===== src/npec_pkg.sv =====
// npec_pkg: shared constants and types for the flash program/erase sequencer.
// Assumes a 40 MHz system clock; all cycle counts are derived from it here.
package npec_pkg;

  // register port map, word index on the plain register port
  localparam int         REG_AW         = 2;
  localparam logic [1:0] ADDR_CTRL      = 2'h0;
  localparam logic [1:0] ADDR_STAT      = 2'h1;
  localparam logic [1:0] ADDR_MASK      = 2'h2;

  // flash_operation_control field positions
  localparam int         CTRL_W         = 16;
  localparam int         CTRL_START_BIT = 15;
  localparam int         CTRL_PROGRAM_ERASE_ENABLE_BIT  = 14;
  localparam int         CTRL_ERR_BIT   = 13;
  localparam int         CTRL_SIDL_BIT  = 12;
  localparam int         OP_MSB         = 3;
  localparam int         OP_LSB         = 0;
  localparam logic [15:0] CTRL_RESET    = 16'h0000;

  // operation_select codes; word program and erase start a real operation, the reset code does not
  localparam logic [3:0] OP_WORD_PROG   = 4'h1;
  localparam logic [3:0] OP_ERASE       = 4'h3;
  localparam logic [3:0] OP_RESET       = 4'h0;

  // event status and mask layout
  localparam int         STAT_W         = 3;
  localparam int         STAT_DONE_BIT  = 0;
  localparam int         STAT_ERR_BIT   = 1;
  localparam int         STAT_PSI_BIT   = 2;
  localparam logic [2:0] STAT_RESET     = 3'h0;
  localparam logic [2:0] MASK_RESET     = 3'h0;

  // timing, figures in their own units
  localparam int         CLK_FREQ_MHZ   = 40;
  localparam int         PROG_TIME_NS   = 20000;
  localparam int         ERASE_TIME_US  = 20000;
  localparam int         WAKE_TIME_NS   = 10000;
  localparam int         PROG_CYC       = (PROG_TIME_NS * CLK_FREQ_MHZ + 999) / 1000;
  localparam int         ERASE_CYC      = ERASE_TIME_US * CLK_FREQ_MHZ;
  localparam int         WAKE_CYC       = (WAKE_TIME_NS * CLK_FREQ_MHZ + 999) / 1000;
  localparam int         TMR_W          = 20;
  localparam int         WAKE_W         = 9;

  // sequencer states, one-hot
  typedef enum logic [3:0] {
    NPEC_IDLE   = 4'b0001,
    NPEC_PEND   = 4'b0010,
    NPEC_RUN    = 4'b0100,
    NPEC_FINISH = 4'b1000
  } npec_state_t;

endpackage : npec_pkg


===== src/npec_tmr_if.sv =====
// npec_tmr_if: carrier between the sequencer and its operation timer.
// Assumes both ends run on the same system clock.
`timescale 1ns/1ps
interface npec_tmr_if #(parameter int W = 20);
  logic         load;    // one-cycle pulse, take count and start
  logic         stop;    // one-cycle pulse, abandon the timed cycle
  logic [W-1:0] count;   // cycles to run, at least one
  logic         busy;    // level, timer running
  logic         expire;  // one-cycle pulse, last cycle of the count

  modport ctrl (output load, output stop, output count, input busy, input expire);
  modport tmr  (input load, input stop, input count, output busy, output expire);
endinterface : npec_tmr_if

===== src/npec_ctrl.sv =====
// npec_ctrl: flash program/erase sequencer with its control register, event
// status, regulator standby control and power-save gating.
// Assumes idle and power-save inputs come from core logic and abort from the flash array, all on MCLK_I.
// Assumes the flash array takes strobe levels and times nothing itself.
//
// How it works
// - setting the start bit launches the selected cycle, timed here, and hardware clears it at the end.
// - the error flag is set on a bad start or an early end, and cleared on a normal completion.
// - with standby-in-idle set the regulator goes to standby during idle, otherwise it stays active.
// - after leaving idle from standby a wake delay passes before a flash cycle proceeds.
// - the select field picks word program or erase, and every other code starts nothing.
// - a power-save instruction is ignored and no low-power state entered while a cycle runs.
// - control bits 11 to 4 read as zero.
`timescale 1ns/1ps
module npec_ctrl
  import npec_pkg::*;
#(
  parameter int PROG_CYCLES  = PROG_CYC,
  parameter int ERASE_CYCLES = ERASE_CYC,
  parameter int WAKE_CYCLES  = WAKE_CYC
) (
  // clock and reset
  input  wire logic                MCLK_I,
  input  wire logic                RST_B_I,
  // register port
  input  wire logic [REG_AW-1:0]   REG_ADDR_I,
  input  wire logic [CTRL_W-1:0]   REG_WDATA_I,
  input  wire logic                REG_WR_I,
  input  wire logic                REG_RD_I,
  output logic      [CTRL_W-1:0]   REG_RDATA_O,
  // core power management
  input  wire logic                CPU_IDLE_I,
  input  wire logic                POWER_SAVE_INSTR_I,
  output logic                     LOW_POWER_ENTER_O,
  output logic                     REGULATOR_STANDBY_O,
  output logic                     FLASH_READY_O,
  // flash array
  input  wire logic                FLASH_ABORT_I,
  output logic                     FLASH_PROGRAM_O,
  output logic                     FLASH_ERASE_O,
  output logic                     FLASH_BUSY_O,
  // interrupt
  output logic                     IRQ_O
);

  // operation_select decode, used only at start qualification
  // reserved codes, 0010 among them, fall through as invalid
  function automatic logic op_is_valid(input logic [3:0] op);
    return (op == OP_WORD_PROG) || (op == OP_ERASE);
  endfunction

  // timed length of an operation in cycles
  // word program is the fallback; only erase takes the long count
  function automatic logic [TMR_W-1:0] op_cycles(input logic [3:0] op);
    if (op == OP_ERASE) begin
      return TMR_W'(ERASE_CYCLES);
    end else begin
      return TMR_W'(PROG_CYCLES);
    end
  endfunction

  // control register fields
  // bits 11 to 4 have no storage at all
  logic              start_q;
  logic              program_erase_enable_q;
  logic              err_q;
  logic              sidl_q;
  logic [3:0]        op_q;

  // event status, mask, read data
  logic [STAT_W-1:0] stat_q;
  logic [STAT_W-1:0] stat_d;
  logic [STAT_W-1:0] mask_q;
  logic [STAT_W-1:0] ev;
  logic [CTRL_W-1:0] rdata_q;

  // sequencer
  npec_state_t       state_q;
  npec_state_t       state_d;
  logic              prog_q;
  logic              erase_q;

  // regulator and power save
  // wake counter is sized for the default delay
  logic              standby_q;
  logic              idle_q;
  logic              waking_q;
  logic [WAKE_W-1:0] wake_cnt_q;
  logic              lp_enter_q;

  // decoded strobes and sequence events
  // combinational terms, none of them registered
  logic              wr_ctrl;
  logic              wr_mask;
  logic              rd_stat;
  logic              start_req;
  logic              start_ok;
  logic              start_bad;
  logic              busy;
  logic              launch;
  logic              finish;
  logic              abort;
  logic              psi_ignored;

  // timer link; the count is sampled only on the load pulse
  npec_tmr_if #(.W(TMR_W)) tif ();

  npec_timer #(
    .W       (TMR_W)
  ) u_timer (
    .clk_i   (MCLK_I),
    .rst_b_i (RST_B_I),
    .tif     (tif)
  );

  // register port decode
  // unmapped index matches nothing, so writes there are dropped
  assign wr_ctrl = REG_WR_I && (REG_ADDR_I == ADDR_CTRL);
  assign wr_mask = REG_WR_I && (REG_ADDR_I == ADDR_MASK);
  assign rd_stat = REG_RD_I && (REG_ADDR_I == ADDR_STAT);

  // start qualification; write-enable must already be set, so a single write
  // carrying both bits counts as an improper sequence
  // a start while busy is dropped quietly, it neither errs nor restarts
  assign busy      = (state_q != NPEC_IDLE);
  assign start_req = wr_ctrl && REG_WDATA_I[CTRL_START_BIT] && !busy;
  assign start_ok  = start_req && program_erase_enable_q && op_is_valid(op_q);
  assign start_bad = start_req && !start_ok;

  // launch only once the regulator is awake again and the timer is free;
  // an abort in the same cycle wins over both launch and expiry
  assign launch = (state_q == NPEC_PEND) && !waking_q && !tif.busy && !FLASH_ABORT_I;
  assign finish = (state_q == NPEC_RUN) && tif.expire && !FLASH_ABORT_I;
  assign abort  = FLASH_ABORT_I && ((state_q == NPEC_PEND) || (state_q == NPEC_RUN));

  // power save request seen while a cycle is pending or running
  // the instruction is swallowed, only the status bit records it
  assign psi_ignored = POWER_SAVE_INSTR_I && busy;

  // timer control
  // stop beats load inside the timer, so an abort never relaunches
  assign tif.load  = launch;
  assign tif.stop  = abort;
  assign tif.count = op_cycles(op_q);

  // sequencer next state
  // the finish state leaves one cycle for the start bit to clear
  always_comb begin
    state_d = state_q;
    case (state_q)
      NPEC_IDLE: begin
        if (start_ok) begin
          state_d = NPEC_PEND;
        end
      end
      NPEC_PEND: begin
        if (abort) begin
          state_d = NPEC_IDLE;
        end else if (launch) begin
          state_d = NPEC_RUN;
        end
      end
      NPEC_RUN: begin
        if (abort) begin
          state_d = NPEC_IDLE;
        end else if (finish) begin
          state_d = NPEC_FINISH;
        end
      end
      NPEC_FINISH: begin
        state_d = NPEC_IDLE;
      end
      default: begin
        state_d = NPEC_IDLE;
      end
    endcase
  end

  // sequencer state register
  // one-hot codes; a corrupt code falls back to idle via the default
  always_ff @(posedge MCLK_I) begin
    if (!RST_B_I) begin
      state_q <= NPEC_IDLE;
    end else begin
      state_q <= state_d;
    end
  end

  // flash strobes, held for the whole timed cycle only
  // they drop on the same edge that posts the done status
  always_ff @(posedge MCLK_I) begin
    if (!RST_B_I) begin
      prog_q  <= 1'b0;
      erase_q <= 1'b0;
    end else if (abort || finish) begin
      prog_q  <= 1'b0;
      erase_q <= 1'b0;
    end else if (launch) begin
      prog_q  <= (op_q == OP_WORD_PROG);
      erase_q <= (op_q == OP_ERASE);
    end
  end

  // start bit: set-only from software, cleared by hardware at the end
  // a software write of zero has no effect on it
  always_ff @(posedge MCLK_I) begin
    if (!RST_B_I) begin
      start_q <= CTRL_RESET[CTRL_START_BIT];
    end else if (start_ok) begin
      start_q <= 1'b1;
    end else if ((state_q == NPEC_FINISH) || abort) begin
      start_q <= 1'b0;
    end
  end

  // sequence error flag; hardware set beats a software clear
  // a normal finish clears it, never in a cycle that also sets it
  always_ff @(posedge MCLK_I) begin
    if (!RST_B_I) begin
      err_q <= CTRL_RESET[CTRL_ERR_BIT];
    end else if (start_bad || abort) begin
      err_q <= 1'b1;
    end else if (finish) begin
      err_q <= 1'b0;
    end else if (wr_ctrl) begin
      err_q <= REG_WDATA_I[CTRL_ERR_BIT];
    end
  end

  // write-enable and operation select, frozen while a cycle is in flight
  // so the running operation cannot be retargeted halfway
  always_ff @(posedge MCLK_I) begin
    if (!RST_B_I) begin
      program_erase_enable_q <= CTRL_RESET[CTRL_PROGRAM_ERASE_ENABLE_BIT];
      op_q   <= OP_RESET;
    end else if (wr_ctrl && !busy) begin
      program_erase_enable_q <= REG_WDATA_I[CTRL_PROGRAM_ERASE_ENABLE_BIT];
      op_q   <= REG_WDATA_I[OP_MSB:OP_LSB];
    end
  end

  // standby-in-idle control, writable at any time
  // a change during idle shows on the regulator one cycle later
  always_ff @(posedge MCLK_I) begin
    if (!RST_B_I) begin
      sidl_q <= CTRL_RESET[CTRL_SIDL_BIT];
    end else if (wr_ctrl) begin
      sidl_q <= REG_WDATA_I[CTRL_SIDL_BIT];
    end
  end

  // regulator standby follows idle only when standby-in-idle is set
  // idle comes from core logic on this clock, so no synchroniser
  always_ff @(posedge MCLK_I) begin
    if (!RST_B_I) begin
      standby_q <= 1'b0;
      idle_q    <= 1'b0;
    end else begin
      standby_q <= CPU_IDLE_I && sidl_q;
      idle_q    <= CPU_IDLE_I;
    end
  end

  // wake delay after idle ends with the regulator in standby
  // a fresh idle exit during the delay restarts the count
  always_ff @(posedge MCLK_I) begin
    if (!RST_B_I) begin
      wake_cnt_q <= '0;
      waking_q   <= 1'b0;
    end else if (idle_q && !CPU_IDLE_I && standby_q) begin
      wake_cnt_q <= WAKE_W'(WAKE_CYCLES - 1);
      waking_q   <= 1'b1;
    end else if (wake_cnt_q != '0) begin
      wake_cnt_q <= wake_cnt_q - WAKE_W'(1);
    end else begin
      waking_q   <= 1'b0;
    end
  end

  // low-power entry pulse, refused while the sequencer is busy
  // a pulse, not a level; the core keeps its own sleep state
  always_ff @(posedge MCLK_I) begin
    if (!RST_B_I) begin
      lp_enter_q <= 1'b0;
    end else begin
      lp_enter_q <= POWER_SAVE_INSTR_I && !busy;
    end
  end

  // events into sticky status; a read clears, a new event wins
  // done and error never meet: an abort blocks the finish
  always_comb begin
    ev                = '0;
    ev[STAT_DONE_BIT] = finish;
    ev[STAT_ERR_BIT]  = start_bad || abort;
    ev[STAT_PSI_BIT]  = psi_ignored;
    stat_d            = rd_stat ? ev : (stat_q | ev);
  end

  // status and mask registers
  // a mask write counts from the next cycle's interrupt level
  always_ff @(posedge MCLK_I) begin
    if (!RST_B_I) begin
      stat_q <= STAT_RESET;
      mask_q <= MASK_RESET;
    end else begin
      stat_q <= stat_d;
      if (wr_mask) begin
        mask_q <= REG_WDATA_I[STAT_W-1:0];
      end
    end
  end

  // read data, valid the cycle after the strobe; unmapped reads give zero
  // zero between reads keeps a shared read bus quiet
  always_ff @(posedge MCLK_I) begin
    if (!RST_B_I) begin
      rdata_q <= '0;
    end else if (REG_RD_I) begin
      case (REG_ADDR_I)
        ADDR_CTRL: rdata_q <= {start_q, program_erase_enable_q, err_q, sidl_q, 8'h00, op_q};
        ADDR_STAT: rdata_q <= {{(CTRL_W-STAT_W){1'b0}}, stat_q};
        ADDR_MASK: rdata_q <= {{(CTRL_W-STAT_W){1'b0}}, mask_q};
        default:   rdata_q <= '0;
      endcase
    end else begin
      rdata_q <= '0;
    end
  end

  // outputs
  // busy mirrors the start bit, which also covers the wake wait
  assign REG_RDATA_O         = rdata_q;
  assign LOW_POWER_ENTER_O   = lp_enter_q;
  assign REGULATOR_STANDBY_O = standby_q;
  assign FLASH_READY_O       = !waking_q;
  assign FLASH_PROGRAM_O     = prog_q;
  assign FLASH_ERASE_O       = erase_q;
  assign FLASH_BUSY_O        = start_q;
  // level interrupt, no edge: stays up until software reads status
  assign IRQ_O               = |(stat_q & mask_q);

endmodule : npec_ctrl


===== src/npec_timer.sv =====
// npec_timer: down counter that times one program or erase cycle.
// Assumes count is at least one when load pulses; stop wins over load.
`timescale 1ns/1ps
module npec_timer
  import npec_pkg::*;
#(
  parameter int W = TMR_W
) (
  // clock and reset
  input  wire logic clk_i,
  input  wire logic rst_b_i,
  // sequencer side
  npec_tmr_if.tmr   tif
);

  logic [W-1:0] cnt_q;
  logic         busy_q;

  // count down; the strobe must stand exactly the load value, so expiry
  // is flagged during the last counted cycle, not one cycle after it
  always_ff @(posedge clk_i) begin
    if (!rst_b_i) begin
      cnt_q  <= '0;
      busy_q <= 1'b0;
    end else if (tif.stop) begin
      cnt_q  <= '0;
      busy_q <= 1'b0;
    end else if (tif.load) begin
      cnt_q  <= tif.count;
      busy_q <= 1'b1;
    end else if (busy_q) begin
      cnt_q  <= cnt_q - W'(1);
      busy_q <= (cnt_q != W'(1));
    end
  end

  assign tif.busy   = busy_q;
  assign tif.expire = busy_q && (cnt_q == W'(1));

endmodule : npec_timer


===== config.mk =====
export PLATFORM = sky130hd
export DESIGN_NAME = npec_ctrl
export DESIGN_NICKNAME = d
export VERILOG_FILES = /design/src/npec_pkg.sv /design/src/npec_tmr_if.sv /design/src/npec_ctrl.sv /design/src/npec_timer.sv
export SDC_FILE = /design/constraint.sdc
export NUM_CORES = 1
export LEC_CHECK = 0
export ABC_CLOCK_PERIOD_IN_PS = 2700
export BUFFER_PORTS_ARGS = -buffer_cell sky130_fd_sc_hd__buf_2
export CAP_MARGIN = 20
export CORE_MARGIN = 2
export CORE_UTILIZATION = 58
export CTS_BUF_LIST = sky130_fd_sc_hd__clkbuf_8
export DETAILED_ROUTE_END_ITERATION = 6
export PLACE_DENSITY = 0.82
export SLEW_MARGIN = 20
export SYNTH_ARGS = -nofsm -noshare
export SYNTH_HDL_FRONTEND = slang
export SYNTH_SLANG_ARGS = --single-unit

===== constraint.sdc =====
create_clock -name MCLK_I -period 2.7 [get_ports MCLK_I]
set_input_delay 0.405 -clock MCLK_I [delete_from_list [all_inputs] [get_ports MCLK_I]]
set_output_delay 0.405 -clock MCLK_I [all_outputs]
set_load 0.01 [all_outputs]

==> summary.md, run 1 <==
| Metric | Value |
|---|---|
| Outcome | `completed` |
| Post_cts resized | `0` |
| Starting density of the core | `0.609` |
| Die Area | `roughly 0.0056 mm^2` |
| Static leakage | `1.32 nW` |
| Max-cap violations | `0` |
| Post-CTS Setup Bufs | `0` |
| Final hold violation count | `0` |
| Avg WL per Cell | `roughly 15 um` |
| Tmin final | `between 2 and 2.5 ns` |
| RR Endpoint | `u_timer.cnt_q[16]$_SDFFE_PP0P_` |
| # clock sinks | `a little over 60` |
| Setup Crit Path Kind | `reg2reg` |
| Remaining DRCs | `0` |
| Layout cells sized above 1 | `0.177` |
| R2r setup slk | `roughly 0.47 ns` |
| Die Span X | `roughly 75 um` |
| Total grt overflow | `0` |
| Number of global-route vias before repair | `~2200` |
| Register bit total from synthesis | `62` |
| Hold Path Class | `in2reg` |
| Slew @ Worst Pin | `about 0.67 ns` |
| Power Dens Cells | `653 mW/mm^2` |
| Final setup violation count | `0` |
| Largest net degree at the start of global routing | `21` |
| Post-route cell area | `between 0.003 and 0.004 mm^2` |
| Max FO, Critical Path | `19` |
| R2r worst-path depth | `4` |
| Startpoint Class | `flop` |
| Syn-to-layout area delta | `13.3%` |
| Hold Path Sink | `idle_q$_SDFF_PN0_` |
| Critical Path RT | `between 2 and 3 ns` |
| Worst skew pair latency | `0.35 ns` |
| Number of antenna diodes | `0` |
| Hold Path Stages | `2` |
| Setup repair after global routing missed its margin | `no` |
| Mean Syn Cell Area | `8.97 um^2` |
| Vias | `roughly 2500` |
| CTS tree | `done` |
| Setup crit end kind | `flop` |
| I/O Buffers | `31` |
| Syn Inst Count | `323` |
| CTS Buf Count | `9` |
| Count of final max-slew check failures | `0` |
| CP arrival | `about 2.5 ns` |
| Post-synth cell types | `54` |
| Nets | `between 300 and 400` |
| TritonRoute pass-1 iters | `4` |
| Max_slew headroom | `0.552` |
| Setup TNS | `0 ns` |
| Final period util | `0.827` |
| Clock skew | `roughly 0.014 ns` |
| Routed Antenna Nets | `0` |
| Die H | `around 75 um` |
| Final core occ | `0.690` |
| Worst Min Path Start | `CPU_IDLE_I` |
| Core Box Area | `~0.0048 mm^2` |
| Clock buffer depth | `2` |
| Synth Cell Area | `0.00290 mm^2` |
| First-pass GRT wire length | `roughly 10 mm` |
| Yosys Warn Count | `0` |
| HPWL after DPL | `~4.4 mm` |
| Placement Cell Area | `slightly above 0.003 mm^2` |
| GPL Wtd Cong | `about 0.85` |
| Initial antenna violation count | `0` |
| Ys async rst share | `0` |
| CTS H-Tree Depth | `3` |
| Via density | `between 5 and 6` |
| Clock slew at reported path FFs | `roughly 0.070 ns` |
| CTS Hold Bufs | `0` |
| Root Buffer Master | `clkbuf_8` |
| Sequential-to-total area share from yosys stat | `0.429` |
| GRT Resource Usage Total | `0.242` |
| Predominant post-synthesis flop cell | `dfxtp_1` |
| Ports | `48` |
| 1st-iter DRT viols | `~230` |
| VDD IR-drop max | `approximately 560 uV` |
| Total length of routed wires | `6.47 mm` |
| Post-synth EDFFs | `0` |
| Row Count | `25` |
| Fmax | `between 400 and 500 MHz` |
| Reg2reg start | `u_timer.cnt_q[6]$_SDFFE_PP0P_` |
-- Yosys cell counts, types with 8 or more instances --
cell type  number  share of area
a21oi_1        18          0.031
a31oi_1         9          0.019
buf_4           8          0.021
clkbuf_1       11          0.014
dfxtp_1        62           0.43
inv_1          13          0.017
mux2i_1        15          0.052
nand2_1        16          0.021
nor2_1         34          0.044
nor4_1         13          0.028
or3_1           9          0.019
or4_1           8          0.021
-- metal layers --
layer  vias to the layer above  global-route usage  wire, um
li1                       1259                   -         -
met1                      1175               0.339      2890
met2                        88               0.350      3090
met3                         7              0.0549       426
met4                         0               0.125        70
met5                         -                   0         0
-- kinds of logic after synthesis --
family,after synthesis,share of synthesized area
XOR/XNOR,9,0.0272
AO/OA/AOI/OAI,63,0.148
AND/OR/NAND/NOR,136,0.273
adder cells (fa/ha/maj),3,0.0130
buffers and inverters,34,0.0575
flip-flops,62,0.429
multiplexers,15,0.0518
other,1,0.00129
-- cells in the final DEF (no fill, tap or decap), types with 5 or more instances in the layout --
cell type,synthesis,layout
conb_1,1,8
clkbuf_8,0,10
xnor2_1,5,5
a31oi_1,9,9
nand2_1,16,16
inv_1,13,14
nor4_1,13,13
buf_2,1,31
o31ai_1,5,5
and2_1,6,6
nand2b_1,7,7
buf_4,8,5
mux2i_1,15,15
o21ai_0,6,6
or4_1,8,8
nor3_1,7,7
or3_1,9,9
nor2_1,34,34
a21oi_1,18,18
dfxtp_1,62,62
-- worst max path at each step --
| stage | startpoint | endpoint | slack [ns] | cells past startpoint |
|---|---|---|---|---|
| final | u_timer.cnt_q[6]$_SDFFE_PP0P_ | u_timer.cnt_q[16]$_SDFFE_PP0P_ | 0.47 | 4 |
| after global routing | wake_cnt_q[0]$_SDFFE_PN0P_ | wake_cnt_q[1]$_SDFFE_PN0P_ | 0.37 | 6 |
| after CTS | u_timer.cnt_q[6]$_SDFFE_PP0P_ | u_timer.cnt_q[16]$_SDFFE_PP0P_ | 0.47 | 4 |
| after detailed placement | wake_cnt_q[0]$_SDFFE_PN0P_ | wake_cnt_q[1]$_SDFFE_PN0P_ | 0.48 | 6 |
| after global placement | u_timer.cnt_q[6]$_SDFFE_PP0P_ | stat_q[0]$_SDFF_PN0_ | 0.51 | 4 |
| after floorplan | u_timer.cnt_q[6]$_SDFFE_PP0P_ | stat_q[0]$_SDFF_PN0_ | 0.58 | 5 |
-- sequential cells by signal, summed over array words and instances (netlist names), 3 cells and up --
register,flops
state_q,4
wake_cnt_q,9
stat_q,3
REG_RDATA_O,8
op_q,4
u_timer.cnt_q,20
mask_q,3
-- area by class of cell --
| type | count | area [um^2] |
|---|---|---|
| tap | 67 | 83.8 |
| clock buffer | 10 | 138 |
| inverter | 13 | 48.8 |
| clock inverter | 6 | 62.6 |
| sequential | 62 | 1240 |
| fill | 370 | 1470 |
| multi-input combinational | 234 | 1520 |
| timing repair buffer | 36 | 193 |
-- power breakdown --
part | internal [W] | switching (W) | leakage [nW]
registers | 0.000963 | 0.0000377 | 0.502
clock network | 0.000447 | 0.000369 | 0.0997
logic | 0.000148 | 0.000177 | 0.717
-- worst max-delay path, stage by stage, from the launching register on --
cell and delay (ns):
dfxtp_1 0.36, or4_4 0.56, or4_4 0.56, or4_1 0.54, a21oi_1 0.15
-- stage by stage --
stage | worst slack (ns) | cells | hold slack, ns | total power [W]
3_5_place_dp | 0.483 | 412 | 0.453 | 0.00134
2_1_floorplan | 0.582 | 330 | 0.430 | 0.00126
5_1_grt | 0.371 | 428 | 0.289 | 0.00223
4_1_cts | 0.466 | 428 | 0.280 | 0.00215
6_report | 0.466 | 428 | 0.285 | 0.00214
3_3_place_gp | 0.509 | 412 | 0.453 | 0.00132
(Power assumes the default switching activity.)
==> run 2: changes to the inputs <==
--- a/config.mk
+++ b/config.mk
@@ -5,14 +5,15 @@
 export SDC_FILE = /design/constraint.sdc
 export NUM_CORES = 1
 export LEC_CHECK = 0
-export ABC_CLOCK_PERIOD_IN_PS = 2700
+export ABC_AREA = 1
+export ABC_CLOCK_PERIOD_IN_PS = 2320
 export BUFFER_PORTS_ARGS = -buffer_cell sky130_fd_sc_hd__buf_2
 export CAP_MARGIN = 20
 export CORE_MARGIN = 2
 export CORE_UTILIZATION = 58
 export CTS_BUF_LIST = sky130_fd_sc_hd__clkbuf_8
 export DETAILED_ROUTE_END_ITERATION = 6
-export PLACE_DENSITY = 0.82
+export PLACE_DENSITY = 0.81
 export SLEW_MARGIN = 20
 export SYNTH_ARGS = -nofsm -noshare
 export SYNTH_HDL_FRONTEND = slang
==> constraint.sdc (replaced) <==
create_clock -name MCLK_I -period 2.32 [get_ports MCLK_I]
set_input_delay 0.348 -clock MCLK_I [delete_from_list [all_inputs] [get_ports MCLK_I]]
set_output_delay 0.348 -clock MCLK_I [all_outputs]
set_load 0.01 [all_outputs]
==> run 2 against run 1 <==
Net effect: clock skew down 0.0080 ns; synthesized area up 5.4%; first-iteration DRC count up 17%; hold slack worse by 0.067 ns; routed wire length up 0.62%; clock-buffer cell count unchanged; flip-flop and latch count unchanged; critical path depth up 5; via count up 11%; fmax up 37%; die area up 5.1%; sequential power up 22%; critical path type unchanged.
==> summary.md, run 2 <==
| Metric | Value |
|---|---|
| Avg WL per Cell | `12.0 um (was 15.1 um)` |
| TritonRoute pass-1 iters | `5 (was 4)` |
| Final setup violation count | `0 (unchanged)` |
| Syn-to-layout area delta | `11.8% (was 13.3%)` |
| Placement Cell Area | `0.00322 mm^2 (was 0.00308 mm^2)` |
| Largest net degree at the start of global routing | `22 (was 21)` |
| Top cells by count, synth | `nand2_1 (74), nor2_1 (66), dfxtp_1 (62), inv_1 (57), o21ai_0 (29) (was dfxtp_1 (62), nor2_1 (34), a21oi_1 (18), nand2_1 (16), mux2i_1 (15))` |
| First-pass GRT wire length | `11.2 mm (was 10.1 mm)` |
| Tmin final | `1.63 ns (was 2.23 ns)` |
| Most frequent cells in the layout | `nand2_1 (74), nor2_1 (66), dfxtp_1 (62) (was dfxtp_1 (62), nor2_1 (34), buf_2 (31))` |
| Post-synth cell types | `36 (was 54)` |
| Max FO, Critical Path | `8 (was 19)` |
| Met1 Use GR | `0.298 (was 0.339)` |
| Largest Register | `u_timer.cnt_q (unchanged)` |
| Hold Path Stages | `3 (was 2)` |
| Power Dens Cells | `780 mW/mm^2 (was 653 mW/mm^2)` |
| Ys async rst share | `0 (unchanged)` |
| Grt met2 use | `0.374 (was 0.350)` |
| Final setup margin | `0.693 ns (was 0.466 ns)` |
| Fin Hold WS | `0.218 ns (was 0.285 ns)` |
| 1st-iter DRT viols | `267 (was 228)` |
| Setup TNS | `0 ns (unchanged)` |
| Number of antenna diodes | `0 (unchanged)` |
| Die H | `76.5 um (was 74.7 um)` |
| Setup crit end kind | `flop (unchanged)` |
| GPL Wtd Cong | `0.935 (was 0.853)` |
| Sequential-to-total area share from yosys stat | `0.407 (was 0.429)` |
| HPWL after DPL | `4.74 mm (was 4.43 mm)` |
| CP arrival | `1.87 ns (was 2.51 ns)` |
| Number of global-route vias before repair | `2629 (was 2205)` |
| Predominant post-synthesis flop cell | `dfxtp_1 (unchanged)` |
| Post_cts resized | `0 (unchanged)` |
| Most Crowded Layer GR | `met2 (unchanged)` |
| Outcome | `completed (unchanged)` |
| Startpoint Class | `flop (unchanged)` |
| CTS H-Tree Depth | `3 (unchanged)` |
| Die Span X | `76.5 um (was 74.7 um)` |
| Mean Syn Cell Area | `7.08 um^2 (was 8.97 um^2)` |
| Total length of routed wires | `6.51 mm (was 6.47 mm)` |
| Setup repair after global routing missed its margin | `no (unchanged)` |
| Syn Inst Count | `431 (was 323)` |
| CTS Hold Bufs | `0 (unchanged)` |
| Max FFs per register | `20 (unchanged)` |
| Post-synth EDFFs | `0 (unchanged)` |
| Worst skew pair latency | `0.35 ns (about the same)` |
| I/O Buffers | `31 (unchanged)` |
| Via density | `5.18 (was 5.91)` |
| Total grt overflow | `0 (unchanged)` |
| Root Buffer Master | `clkbuf_8 (unchanged)` |
| Critical Path RT | `2.56 ns (was 2.97 ns)` |
| Post-place setup slack | `0.708 ns (was 0.483 ns)` |
| Post-CTS Setup Bufs | `0 (unchanged)` |
| Commonest non-fill, non-tap cell in the layout | `nand2_1 (was dfxtp_1)` |
| Clock skew | `0.00590 ns (was 0.0139 ns)` |
| Post-synth top area share | `0.407 (was 0.429)` |
| Fmax | `615 MHz (was 448 MHz)` |
| Post-route cell area | `0.00341 mm^2 (was 0.00328 mm^2)` |
| Remaining DRCs | `0 (unchanged)` |
| Final hold violation count | `0 (unchanged)` |
| Clock slew at reported path FFs | `0.06 ns (was 0.07 ns)` |
| Yosys Warn Count | `0 (unchanged)` |
| GRT Resource Usage Total | `0.237 (was 0.242)` |
| Setup Crit Path Kind | `reg2reg (unchanged)` |
| Synth top area cells | `dfxtp_1 (41%), nand2_1 (9.1%), nor2_1 (8.1%) (was dfxtp_1 (43%), mux2i_1 (5.2%), nor2_1 (4.4%))` |
| Met3 GRT Util | `0.0794 (was 0.0549)` |
| Nets | `495 (was 384)` |
| Core Box Area | `0.00511 mm^2 (was 0.00475 mm^2)` |
| Layout cells sized above 1 | `0.146 (was 0.177)` |
| R2r worst-path depth | `9 (was 4)` |
| Final period util | `0.701 (was 0.827)` |
| Cell taking the most area after synthesis | `dfxtp_1 (unchanged)` |
| Die Area | `0.00586 mm^2 (was 0.00558 mm^2)` |
| Most frequent cell after synthesis | `nand2_1 (was dfxtp_1)` |
| Count of final max-slew check failures | `0 (unchanged)` |
| CTS Buf Count | `9 (unchanged)` |
| Hold Path Class | `in2reg (unchanged)` |
| Ports | `48 (unchanged)` |
| CTS tree | `done (unchanged)` |
| Clock buffer depth | `2 (unchanged)` |
| Starting density of the core | `0.598 (was 0.609)` |
| Max-cap violations | `0 (unchanged)` |
| # clock sinks | `62 (unchanged)` |
| Static leakage | `1.64 nW (was 1.32 nW)` |
| Vias | `2801 (was 2529)` |
| Register bit total from synthesis | `62 (unchanged)` |
| Initial antenna violation count | `0 (unchanged)` |
| Synth Cell Area | `0.00305 mm^2 (was 0.00290 mm^2)` |
| Row Count | `26 (was 25)` |
| VDD IR-drop max | `745 uV (was 562 uV)` |
| Routed Antenna Nets | `0 (unchanged)` |
run 2: changes by cell type in the layout (fill, tap and decap cells not counted), moves of 9 or more:
cell and delta:
nand3_1 +20, nand2_1 +58, inv_1 +44, mux2i_1 -15, nor4_1 -13, nor2_1 +32
o21ai_1 +9, o21ai_0 +23
run 2: final timing paths:
kind / slack [ns] / from / endpoint
worst min-delay path: 0.22 / CPU_IDLE_I / idle_q$_SDFF_PN0_
worst max register to register: 0.69 / wake_cnt_q[0]$_SDFFE_PN0P_ / wake_cnt_q[1]$_SDFFE_PN0P_
worst max-delay path: 0.69 / wake_cnt_q[0]$_SDFFE_PN0P_ / wake_cnt_q[1]$_SDFFE_PN0P_
worst min register to register: 0.45 / err_q$_SDFFE_PN0P_ / REG_RDATA_O[13]$_SDFF_PN0_
run 2: report_power, final:
group	leakage, nW	switching [W]	total [W]	internal [W]
Sequential	0.503	0.0000663	0.00122	0.00115
Combinational	1.04	0.000325	0.000523	0.000198
Clock	0.0993	0.000411	0.000922	0.000511
run 2: final cells by class:
| cell class | instances | area [um^2] |
|---|---|---|
| fillers | 440 | 1700 |
| clock inverters | 5 | 51.3 |
| repair buffers | 32 | 163 |
| clock buffers | 10 | 138 |
| well taps | 70 | 87.6 |
| flip-flops and latches | 62 | 1240 |
| inverters | 62 | 233 |
| multi-input cells | 300 | 1500 |
run 2: kinds of logic (layout without fill, tap and decap cells):
group / count (synthesis) / count (layout) / share of synthesized area
flops: 62 / 62 / 0.407
compound gates: 75 / 75 / 0.134
other cells: 1 / 8 / 0.00123
simple gates: 205 / 205 / 0.309
xor+xnor: 9 / 9 / 0.0258
fa+ha+maj: 3 / 3 / 0.0123
buf+inv: 76 / 109 / 0.111
run 2: stage by stage:
stage / total power [W] / util / cells
3_5_place_dp: 0.00175 / 0.631 / 526
2_1_floorplan: 0.00166 / - / 438
5_1_grt: 0.00282 / 0.668 / 541
6_report: 0.00266 / 0.668 / 541
3_3_place_gp: 0.00174 / 0.631 / 526
4_1_cts: 0.00268 / 0.668 / 541
run 2: critical path, cell delays in order, from the launching register on:
cell and delay, ns:
dfxtp_1 0.31, inv_1 0.10, ha_1 0.19, nand2_1 0.08
inv_1 0.09, nand4_1 0.27, inv_1 0.22, nor2_1 0.06
o21ai_0 0.16, inv_1 0.05
run 2: per-layer routing:
metal  part of all wire  wire [um]  vias up
met5                  0          0        -
met4              0.021        139        0
met3              0.066        429       10
met2               0.46       3000       83
met1               0.45       2940     1260
li1                   -          -     1448
==> run 3: changes to the inputs <==
--- a/config.mk
+++ b/config.mk
@@ -5,15 +5,15 @@
 export SDC_FILE = /design/constraint.sdc
 export NUM_CORES = 1
 export LEC_CHECK = 0
-export ABC_AREA = 1
-export ABC_CLOCK_PERIOD_IN_PS = 2320
+export ABC_AREA = 0
+export ABC_CLOCK_PERIOD_IN_PS = 1400
 export BUFFER_PORTS_ARGS = -buffer_cell sky130_fd_sc_hd__buf_2
 export CAP_MARGIN = 20
 export CORE_MARGIN = 2
-export CORE_UTILIZATION = 58
+export CORE_UTILIZATION = 52
 export CTS_BUF_LIST = sky130_fd_sc_hd__clkbuf_8
 export DETAILED_ROUTE_END_ITERATION = 6
-export PLACE_DENSITY = 0.81
+export PLACE_DENSITY = 0.77
 export SLEW_MARGIN = 20
 export SYNTH_ARGS = -nofsm -noshare
 export SYNTH_HDL_FRONTEND = slang
==> constraint.sdc (replaced) <==
create_clock -name MCLK_I -period 1.4 [get_ports MCLK_I]
set_input_delay 0.21 -clock MCLK_I [delete_from_list [all_inputs] [get_ports MCLK_I]]
set_output_delay 0.21 -clock MCLK_I [all_outputs]
set_load 0.01 [all_outputs]
==> run 3 against run 2 <==
Net effect: the flow now finishes with violations (setup timing); first-iteration DRC count grew 30%; critical endpoint is now u_timer.cnt_q[16]$_SDFFE_PP0P_; highest routed layer unchanged; cell count grew 0.92%; final area grew 43%; critical path type unchanged.
==> summary.md, run 3 (synthesized netlist as in run 1, its figures left out) <==
| Metric | Value |
|---|---|
| Initial antenna violation count | `0 (unchanged)` |
| GRT Resource Usage Total | `0.342 (was 0.237)` |
| First-pass GRT wire length | `16.2 mm (was 11.2 mm)` |
| Avg WL per Cell | `23.3 um (was 12.0 um)` |
| Final period util | `1.52 (was 0.701)` |
| Final setup margin | `-0.726 ns (was 0.693 ns)` |
| Post-route cell area | `0.00488 mm^2 (was 0.00341 mm^2)` |
| Number of antenna diodes | `0 (unchanged)` |
| CTS H-Tree Depth | `3 (unchanged)` |
| Syn-to-layout area delta | `68.5% (was 11.8%)` |
| Total length of routed wires | `12.7 mm (was 6.51 mm)` |
| Setup crit end kind | `flop (unchanged)` |
| Sw Share | `0.276 (was 0.301)` |
| Die Span X | `78.6 um (was 76.5 um)` |
| Final hold violation count | `0 (unchanged)` |
| Area of the multi-input gates | `0.00210 mm^2 (was 0.00150 mm^2)` |
| Fmax | `470 MHz (was 615 MHz)` |
| Slew @ Worst Pin | `0.524 ns` |
| Most frequent cells in the layout | `buf_4 (92), dfxtp_1 (46), buf_2 (31) (was nand2_1 (74), nor2_1 (66), dfxtp_1 (62))` |
| R2r setup slk | `-0.73 ns (was 0.69 ns)` |
| VDD IR-drop max | `1040 uV (was 745 uV)` |
| I/O Buffers | `31 (unchanged)` |
| CTS Buf Count | `9 (unchanged)` |
| # clock sinks | `62 (unchanged)` |
| Worst skew pair latency | `0.36 ns (was 0.35 ns)` |
| Via density | `6.56 (was 5.18)` |
| Startpoint Class | `flop (unchanged)` |
| Largest Register | `u_timer.cnt_q (unchanged)` |
| GPL Wtd Cong | `0.903 (was 0.935)` |
| Critical Path RT | `1.67 ns (was 2.56 ns)` |
| TritonRoute pass-1 iters | `5 (unchanged)` |
| Switching power total | `0.00152 W (was 0.000802 W)` |
| Largest net degree at the start of global routing | `21 (was 22)` |
| Seq pwr share | `0.349 (was 0.457)` |
| Failing checks | `setup timing` |
| Total grt overflow | `0 (unchanged)` |
| Routed Antenna Nets | `0 (unchanged)` |
| Ports | `48 (unchanged)` |
| Core Box Area | `0.00544 mm^2 (was 0.00511 mm^2)` |
| Comb power frac | `0.289 (was 0.197)` |
| Tmin final | `2.13 ns (was 1.63 ns)` |
| Post-place setup slack | `-0.709 ns (was 0.708 ns)` |
| Max_slew headroom | `0.648` |
| Remaining DRCs | `0 (unchanged)` |
| Clock skew | `0.0151 ns (was 0.00590 ns)` |
| Commonest non-fill, non-tap cell in the layout | `buf_4 (was nand2_1)` |
| Setup repair after global routing missed its margin | `yes (was no)` |
| HPWL after DPL | `5.89 mm (was 4.74 mm)` |
| Register Area | `0.00127 mm^2 (was 0.00124 mm^2)` |
| Setup TNS | `-17.23 ns (was 0 ns)` |
| CP startpoint | `u_timer.cnt_q[9]$_SDFFE_PP0P_ (was wake_cnt_q[0]$_SDFFE_PN0P_)` |
| Worst Min Path Start | `CPU_IDLE_I (unchanged)` |
| Outcome | `finished with violations (was completed)` |
| Number of global-route vias before repair | `3274 (was 2629)` |
| Max FFs per register | `20 (unchanged)` |
| Clock slew at reported path FFs | `0.07 ns (was 0.06 ns)` |
| Clock buffer depth | `2 (unchanged)` |
| Vias | `3580 (was 2801)` |
| Setup Crit Path Kind | `reg2reg (unchanged)` |
| Power Dens Cells | `1130 mW/mm^2 (was 780 mW/mm^2)` |
| Die Area | `0.00618 mm^2 (was 0.00586 mm^2)` |
| Max-cap violations | `0 (unchanged)` |
| 1st-iter DRT viols | `347 (was 267)` |
| Fillers | `229 (was 440)` |
| Static leakage | `2.09 nW (was 1.64 nW)` |
| Fin Hold WS | `0.0830 ns (was 0.218 ns)` |
| Row Count | `27 (was 26)` |
| CTS tree | `done (unchanged)` |
| Clock power share | `0.362 (was 0.346)` |
| Reg2reg start | `u_timer.cnt_q[9]$_SDFFE_PP0P_ (was wake_cnt_q[0]$_SDFFE_PN0P_)` |
| Hold Path Class | `in2reg (unchanged)` |
| Nets | `497 (was 495)` |
| Cell Int Power | `0.00399 W (was 0.00186 W)` |
| Final setup violation count | `48 (was 0)` |
| Count of final max-slew check failures | `0 (unchanged)` |
| Root Buffer Master | `clkbuf_8 (unchanged)` |
| Die H | `78.6 um (was 76.5 um)` |
| Power, Total | `0.00552 W (was 0.00266 W)` |
| Starting density of the core | `0.533 (was 0.598)` |
| Max FO, Critical Path | `7 (was 8)` |
| CP arrival | `2.39 ns (was 1.87 ns)` |
| CTS Hold Bufs | `0 (unchanged)` |
| Placement Cell Area | `0.00386 mm^2 (was 0.00322 mm^2)` |
| Layout cells sized above 1 | `0.540 (was 0.146)` |
[run 3: cell types whose count changed in the layout (fill, tap and decap cells not counted), sizes merged, moves of 13 or more]
cell	previous run	this run
o21ai	38	6
nor2	73	34
nand2	82	16
nor4	0	13
inv	62	15
buf	32	148
mux2i	0	15
nand3	27	4
[run 3: metal layers]
layer,part of all wire,global-route usage
met1,0.35,0.380
met2,0.49,0.600
met3,0.087,0.0966
met4,0.077,0.160
met5,0,0
[run 3: through the flow]
step           utilization  cells
2_1_floorplan            -    330
5_1_grt              0.897    546
4_1_cts              0.839    533
6_report             0.897    546
3_5_place_dp         0.710    505
3_3_place_gp         0.710    505
[run 3: path summary, 6_finish.rpt]
check / depth (start not counted) / to
worst max-delay path: 4 / u_timer.cnt_q[16]$_SDFFE_PP0P_
worst min register to register: 2 / FLASH_ERASE_O$_SDFFE_PP0P_
worst min-delay path: 2 / idle_q$_SDFF_PN0_
worst max register to register: 4 / u_timer.cnt_q[16]$_SDFFE_PP0P_
[run 3: critical path: stages (launching register included)]
cell and delay (ns):
dfxtp_2 0.32, or4_4 0.54, or4_4 0.50, or4_1 0.50, a21oi_1 0.18
[run 3: what timing repair did]
action | in CTS | in global routing
buffers inserted | 11 | 17
endpoints found under the setup margin | 47 | 49
resized for setup | 71 | 49
gates cloned | 1 | 0
pin swaps | 33 | 40
[run 3: final cells by class]
class	count	share of cell area
multi-input cells	235	0.429
flip-flops and latches	62	0.259
repair buffers	148	0.232
clock buffers	11	0.0310
clock inverters	5	0.0200
well taps	72	0.0185
inverters	13	0.0100
[run 3: power by group through the flow]
stage	registers [W]	clock network (W)	logic, W
finish	0.00192	0.00200	0.00159
global route	0.00193	0.00208	0.00165
CTS	0.00191	0.00197	0.00136
detailed placement	0.00195	0	0.00107
global placement	0.00195	0	0.00102
floorplan	0.00196	0	0.000621
